File: src/verilog/keyscan_pkg.sv
// package: constants for the two-wire key store slave
`default_nettype none
package keyscan_pkg;
  // ---------------------------------------------------------------
  // key store map
  // ---------------------------------------------------------------
  localparam logic [7:0] key_line0_low_keys = 8'h40;
  localparam logic [7:0] key_line0_high_keys = 8'h41;
  localparam logic [7:0] key_line1_low_keys = 8'h42;
  localparam logic [7:0] key_line1_high_keys = 8'h43;
  localparam logic [7:0] key_line2_low_keys = 8'h44;
  localparam logic [7:0] key_line2_high_keys = 8'h45;
  localparam logic [7:0] key_first = key_line0_low_keys;
  localparam logic [7:0] key_last = key_line2_high_keys;
  localparam logic [7:0] disp_first = 8'h00;
  localparam logic [7:0] disp_last = 8'h0f;
  localparam logic [7:0] intflag_addr = 8'h60;
  // command groups, upper nibble of the first written byte
  localparam logic [3:0] cmd_disp_ptr = 4'h0;
  localparam logic [3:0] cmd_key_ptr = 4'h4;
  localparam logic [3:0] cmd_int_ptr = 4'h6;
  localparam logic [3:0] cmd_rowint = 4'ha;
  localparam int rowint_act_bit = 1;
  localparam int rowint_en_bit = 0;
  // ---------------------------------------------------------------
  // address and geometry
  // ---------------------------------------------------------------
  localparam logic [3:0] addr_fixed = 4'he;
  localparam int key_bits = 13;
  localparam int scan_lines = 3;
  localparam int key_bytes = 6;
  localparam logic [2:0] key_byte_idx_last = 3'h5;
  localparam logic [1:0] confirm_scans = 2'h2;
  // ---------------------------------------------------------------
  // reset values
  // ---------------------------------------------------------------
  localparam logic [7:0] ptr_reset = 8'h40;
  localparam logic [1:0] rowint_reset = 2'h0;
endpackage
`default_nettype wire
File: src/verilog/key_latch_if.sv
// interface: key scan results from the key store to the bus engine
`timescale 1ns/1ns
`default_nettype none
interface key_latch_if;
  logic [7:0] rd_data;
  logic [2:0] rd_idx;
  logic clear_all;
  logic int_flag;
  modport store (input rd_idx, input clear_all, output rd_data, output int_flag);
  modport engine (output rd_idx, output clear_all, input rd_data, input int_flag);
endinterface
`default_nettype wire

File: src/verilog/key_store.sv
// key store: confirmed key presses, or-accumulated, cleared on read
`timescale 1ns/1ns
`default_nettype none
module key_store
(
  input wire logic clk,
  input wire logic reset,
  input wire logic scan_done,
  input wire logic [38:0] scan_keys,
  key_latch_if.store kl
);
  logic [38:0] store_reg;
  logic [38:0] seen_reg;
  logic [38:0] conf_reg;
  logic int_reg;
  logic [38:0] fresh;
  // --------------------------------------------------------------
  // press detection
  // --------------------------------------------------------------
  // a key counts once it reads pressed in two back-to-back scans
  assign fresh = scan_keys & conf_reg & ~seen_reg;
  always_ff @(posedge clk)
  begin
    if (reset)
    begin
      conf_reg <= '0;
      seen_reg <= '0;
    end
    else if (scan_done)
    begin
      conf_reg <= scan_keys;
      seen_reg <= (seen_reg | fresh) & scan_keys;
    end
  end
  // store: new presses or-in, clear after the last byte is read
  always_ff @(posedge clk)
  begin
    if (reset)
    begin
      store_reg <= '0;
      int_reg <= 1'b0;
    end
    else
    begin
      store_reg <= (kl.clear_all ? '0 : store_reg) | (scan_done ? fresh : '0);
      if (scan_done && (|fresh))
        int_reg <= 1'b1;
      else if (kl.clear_all)
        int_reg <= 1'b0;
    end
  end
  // byte view: low byte keys 1-8, high byte keys 9-13 and zeros
  always_comb
  begin
    case (kl.rd_idx)
      3'h0: kl.rd_data = store_reg[7:0];
      3'h1: kl.rd_data = {3'h0, store_reg[12:8]};
      3'h2: kl.rd_data = store_reg[20:13];
      3'h3: kl.rd_data = {3'h0, store_reg[25:21]};
      3'h4: kl.rd_data = store_reg[33:26];
      3'h5: kl.rd_data = {3'h0, store_reg[38:34]};
      default: kl.rd_data = 8'h00;
    endcase
  end
  assign kl.int_flag = int_reg;
  // --------------------------------------------------------------
  // checks
  // --------------------------------------------------------------
  property p_accum;
    @(posedge clk) disable iff (reset) !kl.clear_all |=> ((store_reg & $past(store_reg)) == $past(store_reg));
  endproperty
  a_accum: assert property (p_accum) else $error("key bit lost without read");
  property p_held_once;
    @(posedge clk) disable iff (reset) (scan_done && (|(seen_reg & scan_keys))) |-> ((fresh & seen_reg) == '0);
  endproperty
  a_held_once: assert property (p_held_once) else $error("held key reported again");
  property p_int_rise;
    @(posedge clk) disable iff (reset) $rose(int_reg) |-> $past(scan_done) && ($past(fresh) != '0);
  endproperty
  a_int_rise: assert property (p_int_rise) else $error("flag rose without confirmed press");
  c_press: cover property (@(posedge clk) disable iff (reset) $rose(int_reg));
endmodule // key_store
`default_nettype wire

File: src/verilog/keyscan_i2c_slave.sv
// two-wire slave port serving the key store and command bytes
// How it works
// each stored bit marks a key pressed since the last store read
// a full read clears the store; unread presses or together
// no event queue; master reads all after each interrupt
// last key byte read drops interrupt pin and flag together; the pin here drops one clock after the flag
// held key reported and flagged once until released
// writes into key locations are discarded
// master should read all six key bytes from the first location
// scan lines map to byte pairs 40h-41h, 42h-43h, 44h-45h
// even byte keys 1-8, odd byte keys 9-13, top three bits zero
// start is data falling, stop data rising, both with clock high
// repeated start acts as start and expects a new address
// data changes only while clock is low
// eight bits msb first then one acknowledge slot, unlimited bytes
// slave pulls data low through the acknowledge clock high phase
// master nacks last read byte; slave then releases data
// first byte is seven address bits plus direction, 1 is read
// address must match 1110 plus three strap bits to acknowledge
// straps default low and are sampled at each frame start
// single write is address, command byte, data byte, stop
// write pointer advances per acknowledge, wraps 0fh to 00h
// master starts only on an idle bus
// presses update store and flag after two confirming scans
// interrupt pin active low when polarity bit is 0, else high
// key read pointer advances per acknowledge, wraps 45h to 40h
// single-byte key reads unsupported, only multi-byte sequence
// on address mismatch stay released until next start
`timescale 1ns/1ns
`default_nettype none
module keyscan_i2c_slave
(
  input wire logic clk,
  input wire logic reset,
  input wire logic scl_in,
  input wire logic sda_in,
  output logic sda_out,
  output logic sda_oe_n,
  input wire logic [2:0] addr_strap_bits,
  input wire logic scan_done,
  input wire logic [38:0] scan_keys,
  output logic int_out,
  output logic [7:0] disp_wr_addr,
  output logic [7:0] disp_wr_data,
  output logic disp_wr_stb
);
  typedef enum logic [2:0]
  {
    st_idle = 3'b000,
    st_addr = 3'b001,
    st_addr_ack = 3'b011,
    st_wr = 3'b010,
    st_wr_ack = 3'b110,
    st_rd = 3'b111,
    st_rd_ack = 3'b101,
    st_ignore = 3'b100
  } bus_state_e;
  bus_state_e state_reg;
  logic [1:0] scl_sync_reg;
  logic [1:0] sda_sync_reg;
  logic scl_d_reg;
  logic sda_d_reg;
  logic [2:0] strap_sync0_reg;
  logic [2:0] strap_reg;
  logic [2:0] bit_cnt_reg;
  logic [7:0] shift_reg;
  logic byte_in_reg; // eight bits taken since the last start or byte
  logic [7:0] ptr_reg;
  logic first_wr_reg;
  logic read_dir_reg;
  logic [1:0] rowint_reg;
  logic [2:0] rd_bytes_reg;
  logic rd_from_key_reg;
  logic [7:0] tx_reg;
  logic clear_req;
  logic scl_rise;
  logic scl_fall;
  logic start_det;
  logic stop_det;
  logic scl_s;
  logic sda_s;
  key_latch_if kl ();
  key_store u_store
  (
    .clk(clk),
    .reset(reset),
    .scan_done(scan_done),
    .scan_keys(scan_keys),
    .kl(kl)
  );
  // --------------------------------------------------------------
  // helpers
  // --------------------------------------------------------------
  function automatic logic is_key(input logic [7:0] a);
    is_key = (a >= keyscan_pkg::key_first) && (a <= keyscan_pkg::key_last);
  endfunction
  // advance pointer with wrap inside its own area
  function automatic logic [7:0] ptr_step(input logic [7:0] a);
    if (a == keyscan_pkg::disp_last)
      ptr_step = keyscan_pkg::disp_first;
    else if (a == keyscan_pkg::key_last)
      ptr_step = keyscan_pkg::key_first;
    else
      ptr_step = a + 8'h01;
  endfunction
  // --------------------------------------------------------------
  // pin synchronisers and line conditions
  // --------------------------------------------------------------
  always_ff @(posedge clk)
  begin
    if (reset)
    begin
      scl_sync_reg <= 2'b11;
      sda_sync_reg <= 2'b11;
      scl_d_reg <= 1'b1;
      sda_d_reg <= 1'b1;
    end
    else
    begin
      scl_sync_reg <= {scl_sync_reg[0], scl_in};
      sda_sync_reg <= {sda_sync_reg[0], sda_in};
      scl_d_reg <= scl_sync_reg[1];
      sda_d_reg <= sda_sync_reg[1];
    end
  end
  assign scl_s = scl_sync_reg[1];
  assign sda_s = sda_sync_reg[1];
  assign scl_rise = scl_s & ~scl_d_reg;
  assign scl_fall = ~scl_s & scl_d_reg;
  assign start_det = scl_s & scl_d_reg & sda_d_reg & ~sda_s;
  assign stop_det = scl_s & scl_d_reg & ~sda_d_reg & sda_s;
  // strap pins: synchronised, then caught at each frame start
  always_ff @(posedge clk)
  begin
    if (reset)
    begin
      strap_sync0_reg <= 3'h0;
      strap_reg <= 3'h0;
    end
    else
    begin
      strap_sync0_reg <= addr_strap_bits;
      if (start_det)
        strap_reg <= strap_sync0_reg;
    end
  end
  // --------------------------------------------------------------
  // bus state machine
  // --------------------------------------------------------------
  always_ff @(posedge clk)
  begin
    if (reset)
    begin
      state_reg <= st_idle;
      bit_cnt_reg <= 3'h0;
      shift_reg <= 8'h00;
      byte_in_reg <= 1'b0;
      read_dir_reg <= 1'b0;
    end
    else if (start_det)
    begin
      state_reg <= st_addr;
      bit_cnt_reg <= 3'h0;
      byte_in_reg <= 1'b0;
    end
    else if (stop_det)
      state_reg <= st_idle;
    else
    begin
      case (state_reg)
        st_idle, st_ignore: state_reg <= state_reg;
        st_addr, st_wr:
        begin
          if (scl_rise)
          begin
            shift_reg <= {shift_reg[6:0], sda_s};
            bit_cnt_reg <= bit_cnt_reg + 3'h1;
            byte_in_reg <= (bit_cnt_reg == 3'h7);
          end
          // the clock fall that ends a start must not be taken for a byte end
          if (scl_fall && bit_cnt_reg == 3'h0 && state_reg == st_addr && byte_in_reg)
          begin
            if (shift_reg[7:1] == {keyscan_pkg::addr_fixed, strap_reg})
            begin
              state_reg <= st_addr_ack;
              read_dir_reg <= shift_reg[0];
            end
            else
              state_reg <= st_ignore;
          end
          else if (scl_fall && bit_cnt_reg == 3'h0 && state_reg == st_wr && byte_in_reg)
            state_reg <= st_wr_ack;
        end
        st_addr_ack, st_wr_ack:
        begin
          if (scl_fall)
          begin
            bit_cnt_reg <= 3'h0;
            state_reg <= (state_reg == st_addr_ack && read_dir_reg) ? st_rd : st_wr;
          end
        end
        st_rd:
        begin
          if (scl_fall)
          begin
            bit_cnt_reg <= bit_cnt_reg + 3'h1;
            if (bit_cnt_reg == 3'h7)
              state_reg <= st_rd_ack;
          end
        end
        st_rd_ack:
        begin
          if (scl_rise)
            state_reg <= sda_s ? st_ignore : st_rd_ack;
          if (scl_fall)
          begin
            bit_cnt_reg <= 3'h0;
            state_reg <= st_rd;
          end
        end
        default: state_reg <= st_idle;
      endcase
    end
  end
  // --------------------------------------------------------------
  // pointer, command decode and key read tracking
  // --------------------------------------------------------------
  always_ff @(posedge clk)
  begin
    if (reset)
    begin
      ptr_reg <= keyscan_pkg::ptr_reset;
      first_wr_reg <= 1'b0;
      rowint_reg <= keyscan_pkg::rowint_reset;
      disp_wr_addr <= 8'h00;
      disp_wr_data <= 8'h00;
      disp_wr_stb <= 1'b0;
    end
    else
    begin
      disp_wr_stb <= 1'b0;
      if (state_reg == st_addr_ack && scl_fall)
        first_wr_reg <= ~read_dir_reg;
      if (state_reg == st_wr_ack && scl_fall)
      begin
        first_wr_reg <= 1'b0;
        if (first_wr_reg)
        begin
          case (shift_reg[7:4])
            keyscan_pkg::cmd_disp_ptr: ptr_reg <= {4'h0, shift_reg[3:0]};
            keyscan_pkg::cmd_key_ptr: ptr_reg <= keyscan_pkg::key_first + {5'h00, shift_reg[2:0]};
            keyscan_pkg::cmd_int_ptr: ptr_reg <= keyscan_pkg::intflag_addr;
            keyscan_pkg::cmd_rowint: rowint_reg <= shift_reg[1:0];
            default: ptr_reg <= ptr_reg;
          endcase
        end
        else
        begin
          if (ptr_reg <= keyscan_pkg::disp_last)
          begin
            disp_wr_addr <= ptr_reg;
            disp_wr_data <= shift_reg;
            disp_wr_stb <= 1'b1;
          end
          // key locations take no data; pointer still moves
          ptr_reg <= ptr_step(ptr_reg);
        end
      end
      if (state_reg == st_rd_ack && scl_rise && !sda_s)
        ptr_reg <= ptr_step(ptr_reg);
    end
  end
  // count key bytes delivered in one read run; clear after all six
  always_ff @(posedge clk)
  begin
    if (reset)
    begin
      rd_bytes_reg <= 3'h0;
      rd_from_key_reg <= 1'b0;
    end
    else if (state_reg == st_addr_ack && scl_fall)
    begin
      rd_bytes_reg <= 3'h0;
      rd_from_key_reg <= (ptr_reg == keyscan_pkg::key_first);
    end
    else if (state_reg == st_rd && scl_fall && bit_cnt_reg == 3'h7 && rd_from_key_reg)
      rd_bytes_reg <= (rd_bytes_reg == keyscan_pkg::key_byte_idx_last) ? 3'h0 : rd_bytes_reg + 3'h1;
  end
  assign clear_req = state_reg == st_rd && scl_fall && bit_cnt_reg == 3'h7 && rd_from_key_reg
                     && rd_bytes_reg == keyscan_pkg::key_byte_idx_last;
  assign kl.clear_all = clear_req;
  assign kl.rd_idx = is_key(ptr_reg) ? ptr_reg[2:0] : 3'h0;
  // --------------------------------------------------------------
  // transmit byte and data line drive
  // --------------------------------------------------------------
  always_ff @(posedge clk)
  begin
    if (reset)
      tx_reg <= 8'h00;
    else if ((state_reg == st_addr_ack || state_reg == st_rd_ack) && scl_fall)
    begin
      if (is_key(ptr_reg))
        tx_reg <= kl.rd_data;
      else if (ptr_reg == keyscan_pkg::intflag_addr)
        tx_reg <= {8{kl.int_flag}};
      else
        tx_reg <= 8'h00;
    end
    else if (state_reg == st_rd && scl_fall)
      tx_reg <= {tx_reg[6:0], 1'b0};
  end
  // drive only low, change once the clock is low, release at once on start or stop
  always_ff @(posedge clk)
  begin
    if (reset)
    begin
      sda_out <= 1'b0;
      sda_oe_n <= 1'b1;
    end
    else
    begin
      sda_out <= 1'b0;
      if (scl_fall || start_det || stop_det)
      begin
        if (start_det || stop_det)
          sda_oe_n <= 1'b1;
        else if ((state_reg == st_addr && bit_cnt_reg == 3'h0 && byte_in_reg
                  && shift_reg[7:1] == {keyscan_pkg::addr_fixed, strap_reg})
                 || (state_reg == st_wr && bit_cnt_reg == 3'h0 && byte_in_reg))
          sda_oe_n <= 1'b0;
        else if (state_reg == st_addr_ack && read_dir_reg)
          sda_oe_n <= kl.rd_data[7] | ~is_key(ptr_reg);
        else if (state_reg == st_rd && bit_cnt_reg != 3'h7)
          sda_oe_n <= tx_reg[6];
        else if (state_reg == st_rd_ack)
          sda_oe_n <= kl.rd_data[7] | ~is_key(ptr_reg);
        else
          sda_oe_n <= 1'b1;
      end
      else if (state_reg == st_ignore || state_reg == st_idle)
        sda_oe_n <= 1'b1;
    end
  end
  // --------------------------------------------------------------
  // interrupt pin
  // --------------------------------------------------------------
  always_ff @(posedge clk)
  begin
    if (reset)
      int_out <= 1'b1;
    else
      int_out <= kl.int_flag ~^ rowint_reg[keyscan_pkg::rowint_act_bit];
  end
  // --------------------------------------------------------------
  // checks
  // --------------------------------------------------------------
  property p_int_pol;
    @(posedge clk) disable iff (reset) 1'b1 |=> int_out == ($past(kl.int_flag) ~^ $past(rowint_reg[1]));
  endproperty
  a_int_pol: assert property (p_int_pol) else $error("interrupt pin polarity wrong");
  property p_clear;
    @(posedge clk) disable iff (reset) clear_req |=> !kl.int_flag || $past(scan_done);
  endproperty
  a_clear: assert property (p_clear) else $error("flag not cleared after full read");
  property p_sda_change;
    @(posedge clk) disable iff (reset) (scl_d_reg && scl_s && !start_det && !stop_det) |=> $stable(sda_oe_n);
  endproperty
  a_sda_change: assert property (p_sda_change) else $error("data moved with clock high");
  property p_ignore_quiet;
    @(posedge clk) disable iff (reset) state_reg == st_ignore |=> sda_oe_n;
  endproperty
  a_ignore_quiet: assert property (p_ignore_quiet) else $error("drove bus while unaddressed");
  property p_restart;
    @(posedge clk) disable iff (reset) start_det |=> state_reg == st_addr && bit_cnt_reg == 3'h0;
  endproperty
  a_restart: assert property (p_restart) else $error("start did not reopen address");
  property p_key_wrap;
    @(posedge clk) disable iff (reset) (state_reg == st_rd_ack && scl_rise && !sda_s && ptr_reg == 8'h45)
      |=> ptr_reg == 8'h40;
  endproperty
  a_key_wrap: assert property (p_key_wrap) else $error("key pointer did not wrap");
  property p_disp_wrap;
    @(posedge clk) disable iff (reset) (state_reg == st_wr_ack && scl_fall && !first_wr_reg && ptr_reg == 8'h0f)
      |=> ptr_reg == 8'h00;
  endproperty
  a_disp_wrap: assert property (p_disp_wrap) else $error("display pointer did not wrap");
  property p_key_no_write;
    @(posedge clk) disable iff (reset) disp_wr_stb |-> disp_wr_addr <= 8'h0f;
  endproperty
  a_key_no_write: assert property (p_key_no_write) else $error("write reached key area");
  c_match: cover property (@(posedge clk) disable iff (reset) state_reg == st_addr_ack);
  c_read: cover property (@(posedge clk) disable iff (reset) clear_req);
  c_write: cover property (@(posedge clk) disable iff (reset) disp_wr_stb);
endmodule // keyscan_i2c_slave
`default_nettype wire

File: config.mk
export PLATFORM = sky130hd
export DESIGN_NAME = keyscan_i2c_slave
export DESIGN_NICKNAME = d
export VERILOG_FILES = /design/src/verilog/keyscan_pkg.sv /design/src/verilog/key_latch_if.sv /design/src/verilog/key_store.sv /design/src/verilog/keyscan_i2c_slave.sv
export SDC_FILE = /design/constraint.sdc
export NUM_CORES = 1
export LEC_CHECK = 0
export BUFFER_PORTS_ARGS = -buffer_cell sky130_fd_sc_hd__buf_4
export CAP_MARGIN = 5
export CELL_PAD_IN_SITES_DETAIL_PLACEMENT = 0
export CELL_PAD_IN_SITES_GLOBAL_PLACEMENT = 1
export CORE_MARGIN = 2
export CORE_UTILIZATION = 51
export CTS_BUF_LIST = sky130_fd_sc_hd__clkbuf_4 sky130_fd_sc_hd__clkbuf_8
export DETAILED_ROUTE_END_ITERATION = 10
export GPL_TIMING_DRIVEN = 0
export PLACE_DENSITY = 0.84
export SLEW_MARGIN = 20
export SYNTH_ARGS = -nofsm -noshare
export SYNTH_HDL_FRONTEND = slang
export SYNTH_HIERARCHICAL = 1
export SYNTH_SLANG_ARGS = --single-unit
File: constraint.sdc
create_clock -name clk -period 5.09 [get_ports clk]
set_input_delay 0.509 -clock clk [delete_from_list [all_inputs] [get_ports clk]]
set_output_delay 0.509 -clock clk [all_outputs]
set_load 0.02 [all_outputs]
Word level (Yosys, flattened, before mapping)
Index checks and enable logic that the tools add are counted.

cells by class
  mux-type cells = 42
  add/sub/neg operators = 4
  reductions and logical operators = 58
  equal/unequal tests = 37
  bitwise logic cells = 26
  magnitude comparators = 3

operators with widths
  operator              count
  $and A39 B39 Y39      3
  $mux W39              2
  $or A39 B39 Y39       2
  $pmux W8 S6           1
  $mux W3               14
  $mux W8               5
  $not A39 Y39          1
  $reduce_or A39 Y1     1
  $mux W7               4
  $eq A3 B3 Y1 const B  8
  $eq A8 B7 Y1 const B  3
  $pmux W8 S3           1
  $logic_and A1 B1 Y1   23
  $mux W1               13
  $eq A3 B2 Y1 const B  4
  $ne A3 B3 Y1 const B  4
  $pmux W3 S4           1
  $reduce_and A6 Y1     2
  $reduce_or A2 Y1      6
  $not A1 Y1            11
  $ne A5 B5 Y1 const B  2
  $reduce_and A5 Y1     2
  $logic_not A3 Y1      3
  $pmux W3 S3           1
  28 further kinds      53

word-level totals
  register bits = 187
  input port bits = 47
  word-level logic and storage cells = 197

Longest topological paths before layout
  depth in word-level cells = 12
  depth in mapped cells = 15
  mapped depth without buffers = 13

Hierarchy
Netlist, hierarchy kept.

by module, submodules not included
  module             area an instance (µm²)  sequential area each (µm²)  cells each  times used
  key_store          5,237.5                 2,362.3                     577         1
  keyscan_i2c_slave  3,407.0                 1,361.3                     404         1

Worst setup path after synthesis
Ideal clock, no wire load.

  path kind = reg2reg
  start point = reg ptr_reg[4]
  end point = reg tx_reg[3]
  library setup time = 0.123 ns
  period minus slack after synthesis = 2.415 ns
  arrival time = 2.292 ns
  setup slack = 2.675 ns
  data required time = 4.967 ns
  cell stages (with the launch flop) = 12
  cells stage by stage = dfxtp_1 -> buf_2 -> nor3_4 -> nor4b_1 -> buf_2 -> and2_1 -> buf_6 -> mux2_4 -> a22oi_2 -> o22ai_1 -> a21oi_1 -> o21ai_0

on the way
  word-level cells in the longest chain between the ends = 7
  elaborated cells between the ends (all ways) = 15
  classes of those cells = order compare (2); eq/ne (6); mux (5); reduce/logical (2)

RTL lines
  item                                          RTL line                  RTL
  start, declared                               keyscan_i2c_slave.sv:68   logic [7:0] ptr_reg;
  start signal, assigned                        keyscan_i2c_slave.sv:232  ptr_reg <= keyscan_pkg::ptr_reset;
  start signal, assigned                        keyscan_i2c_slave.sv:250  keyscan_pkg::cmd_disp_ptr: ptr_reg <= {4'h0, shift_reg[3:0]};
  start signal, assigned                        keyscan_i2c_slave.sv:251  keyscan_pkg::cmd_key_ptr: ptr_reg <= keyscan_pkg::key_first + {5'h00, shift_reg[2:0]};
  $ge A8 B7 Y1 or $le A8 B7 Y1 (tied branches)  keyscan_i2c_slave.sv:95   is_key = (a >= keyscan_pkg::key_first) && (a <= keyscan_pkg::key_last);
  $logic_and A1 B1 Y1 *                         keyscan_i2c_slave.sv:95
  $mux W3 *                                     keyscan_i2c_slave.sv:292  assign kl.rd_idx = is_key(ptr_reg) ? ptr_reg[2:0] : 3'h0;
  named net kl.rd_idx[0]                        key_latch_if.sv:6         logic [2:0] rd_idx;
  $eq A3 B3 Y1, or another cell as far along    key_store.sv:55           case (kl.rd_idx)
  $pmux W8 S6 *                                 key_store.sv:55
  named net kl.rd_data[3]                       key_latch_if.sv:5         logic [7:0] rd_data;
  $mux W7 *                                     keyscan_i2c_slave.sv:302  if (is_key(ptr_reg))
  $mux W7 *                                     keyscan_i2c_slave.sv:300  else if ((state_reg == st_addr_ack || state_reg == st_rd_ack) && scl_fall)
  end signal, assigned                          keyscan_i2c_slave.sv:303  tx_reg <= kl.rd_data;
  end signal, assigned                          keyscan_i2c_slave.sv:305  tx_reg <= {8{kl.int_flag}};
  end signal, assigned                          keyscan_i2c_slave.sv:310  tx_reg <= {tx_reg[6:0], 1'b0};
  end, declared                                 keyscan_i2c_slave.sv:74   logic [7:0] tx_reg;

The timed path passes the listed nets; every way through them passes the cells marked *.
A chain may end at the register's enable or synchronous reset.

Final worst setup path
  start point = reg ptr_reg[4]
  end point = reg sda_oe_n

on the way
  word-level cells in the longest chain between the ends = 12
  elaborated cells between the ends (all ways) = 19
  classes of those cells = order compare (2); eq/ne (5); mux (8); bitwise (2); reduce/logical (2)

RTL lines
  item                                          RTL line                                            RTL
  $ge A8 B7 Y1 or $le A8 B7 Y1 (tied branches)  keyscan_i2c_slave.sv:95
  $logic_and A1 B1 Y1 *                         keyscan_i2c_slave.sv:95
  $mux W3 *                                     keyscan_i2c_slave.sv:292
  named net kl.rd_idx[2]                        key_latch_if.sv:6
  $eq A3 B3 Y1, or another cell as far along    key_store.sv:55
  $pmux W8 S6 *                                 key_store.sv:55
  named net kl.rd_data[7]                       key_latch_if.sv:5
  $or A1 B1 Y1 *                                keyscan_i2c_slave.sv:332, keyscan_i2c_slave.sv:336
  $mux W1                                       keyscan_i2c_slave.sv:335                            else if (state_reg == st_rd_ack)
  $mux W1                                       keyscan_i2c_slave.sv:333                            else if (state_reg == st_rd && bit_cnt_reg != 3'h7)
  $mux W1 *                                     keyscan_i2c_slave.sv:331                            else if (state_reg == st_addr_ack && read_dir_reg)
  $mux W1 *                                     keyscan_i2c_slave.sv:327                            else if ((state_reg == st_addr && bit_cnt_reg == 3'h0 && byte_in_reg
  $mux W1 *                                     keyscan_i2c_slave.sv:325                            if (start_det || stop_det)
  $mux W1 *                                     keyscan_i2c_slave.sv:323                            if (scl_fall || start_det || stop_det)
  end signal, assigned                          keyscan_i2c_slave.sv:332                            sda_oe_n <= kl.rd_data[7] | ~is_key(ptr_reg);
  end signal, assigned                          keyscan_i2c_slave.sv:334                            sda_oe_n <= tx_reg[6];
  end signal, assigned                          keyscan_i2c_slave.sv:336                            sda_oe_n <= kl.rd_data[7] | ~is_key(ptr_reg);
  end, declared                                 keyscan_i2c_slave.sv:38                             output logic sda_oe_n,

Marks and branches as above.

==> results.ini <==
[timing]
fin_crit_sh=0.635
timing.fmax_ghz=0.310
hold_violations=0
fin_setup_tns_ns=0
skew_ns=0.0164
rsz0062_at_grt=no
timing.final.max_slew_violations=0
tightest_slew_ns=0.932
max_slew_margin=0.372
finalCriticalPeriod_ns=3.23
setup_violations=0

[layout]
multiInputGateArea_sq_um=4530
regArea_sq_um=3720
final_cell_mix=dfxtp_1, nor2_1, a21oi_1
final_nets=1121
layout_commonest_cell=dfxtp_1
drive_gt1_frac=0.141
fill_cells=1615
antenna_cells=0
area_growth_pct=12.9

[setup_path]
cp_max_fo=10
cp.required_ns=5.49
worstSetupStartpointType=flop
setup.worst_path.class=reg -> reg
reg2regPathDepth=12
cp-end-kind=flop
critical_path_arrival_ns=3.63

[grt]
grt_usage=0.252
overflow=0
grt_pass1_wl_um=36000
grt_pass1_vias=6896
grt_max_degree=17
antenna_found_initial=0

[floorplanning]
start_util=0.521
die_h_um=134
rows=47
fp.dieW_um=134
ios=67
core_sq_um=16600
die-area_sq_um=18000

[placed_design]
place_congestion=0.873
port-buffer-count=64
dp_hpwl_um=16100

[logic_synthesis]
synth_seq_area_share=0.431
synthFlopType=dfxtp_1
synth-edff-count=0
syn-cell-area_sq_um=8640
async_flop_share=0
synth.distinct_cells=64
synth_cells=981
synth_nets=1038
ys_warn_count=6
post_synth.cell_area_avg_sq_um=8.81
synth-seq-cells=186
ys_top_cells_by_area=dfxtp_1, mux2i_1, a21oi_1
synth_top_area_cell=dfxtp_1
synth_top_area_frac=0.431

[clock_network]
clk_pin_slew_ns=0.10
clock_sinks=186
numCtsBuffers=17
cts.repair.resized=0
cts_tree=yes
cts-root-buf=clkbuf_8
cts_buffer_depth=2
post_cts_buffers=0
cts_max_level=4
cts_hold_buffers=0
clk_latency_ns=0.46

[routing]
drtIter0Drc=461
drtPass1Iterations=5
vias=7217
drt_wl_total_um=22100
vias_per_cell=5.57
post-route-drc-count=0
postRouteAntennaNets=0
route.detailed.wl_per_inst_um=17.0

[job]
maxCapViolCount=0

[power]
power_uw=2760
power.density_nw_per_um2=283
p_leak_uw=0.00374
ir_drop_mv=0.191

[min_path]
min_path_cells=2
hold_path.class=in -> reg

[run_status]
status=completed

## cells in the mapped netlist, types with 7 or more instances
cell / count
nand3b_1: 35
nand4b_1: 35
mux2i_1: 72
o21ai_0: 27
nand4_1: 12
nand2b_1: 37
o22ai_1: 7
dfxtp_1: 186
nand3_1: 9
and2_1: 9
nor3_1: 49
buf_4: 9
ha_1: 10
inv_1: 14
nor2_1: 117
buf_2: 21
nand2_1: 35
nor2b_1: 55
or2_2: 10
clkbuf_1: 24
a21oi_1: 109
## worst max-delay path, stage by stage (launching register included)
cell,delay [ns]
dfxtp_1,0.31
buf_2,0.17
nor3_4,0.34
nor4b_1,0.58
buf_2,0.31
and2_1,0.30
nor2b_2,0.31
a21oi_1,0.10
nor2_1,0.13
nor2_1,0.06
a31oi_1,0.27
o21ai_0,0.14
o21bai_1,0.15
## layer usage
layer	GRT usage	wire, um	vias up
met4	0.0737	420	0
met5	0	0	-
met2	0.423	10500	171
met1	0.331	10200	3382
met3	0.0480	960	32
li1	-	-	3632
## where the power goes
part	total, uW	switching (uW)	internal, uW
Clock	934	527	406
Sequential	1540	37.9	1500
Combinational	287	165	122
## stage by stage
| step | hold slack [ns] | cell area, sq um | setup WS [ns] | cells | utilization |
|---|---|---|---|---|---|
| 6_report | 0.232 | 9760 | 1.86 | 1295 | 0.589 |
| 5_1_grt | 0.196 | 9760 | 1.65 | 1295 | 0.589 |
| 4_1_cts | 0.206 | 9760 | 1.89 | 1295 | 0.589 |
| 3_5_place_dp | 0.407 | 9400 | 1.93 | 1265 | 0.567 |
| 3_3_place_gp | 0.396 | 9400 | 1.90 | 1265 | 0.567 |
| 2_1_floorplan | 0.389 | 8640 | 2.68 | 981 | - |
## kinds of logic (layout without fill, tap and decap cells)
| logic type | after synthesis | in the layout | synth area share |
|---|---|---|---|
| DFF | 186 | 186 | 0.431 |
| buffers and inverters | 77 | 171 | 0.0456 |
| and+or+nand+nor | 435 | 435 | 0.284 |
| muxes | 77 | 77 | 0.0903 |
| AOI/OAI and AO/OA | 187 | 187 | 0.126 |
| xor gates and xnor gates | 8 | 8 | 0.00810 |
| adders and majority gates | 10 | 10 | 0.0145 |
| other | 1 | 1 | 0.000434 |
## final cells by class
type / count / share of cell area
clock inverters: 10 / 0.00987
plain buffers: 62 / 0.0346
clock buffers: 20 / 0.0269
well taps: 220 / 0.0282
repair buffers: 64 / 0.0492
inverters: 15 / 0.00577
multi-input cells: 718 / 0.464
flip-flops and latches: 186 / 0.382
## path summary, 6_finish.rpt
check / start / to / slack (ns)
hold reg to reg: scl_sync_reg[0] / scl_sync_reg[1] / 0.42
hold / removal: sda_in / sda_sync_reg[0] / 0.23
setup reg to reg: ptr_reg[4] / sda_oe_n / 1.86
setup / recovery: ptr_reg[4] / sda_oe_n / 1.86
Note: power is estimated with default switching activity, not from simulation.
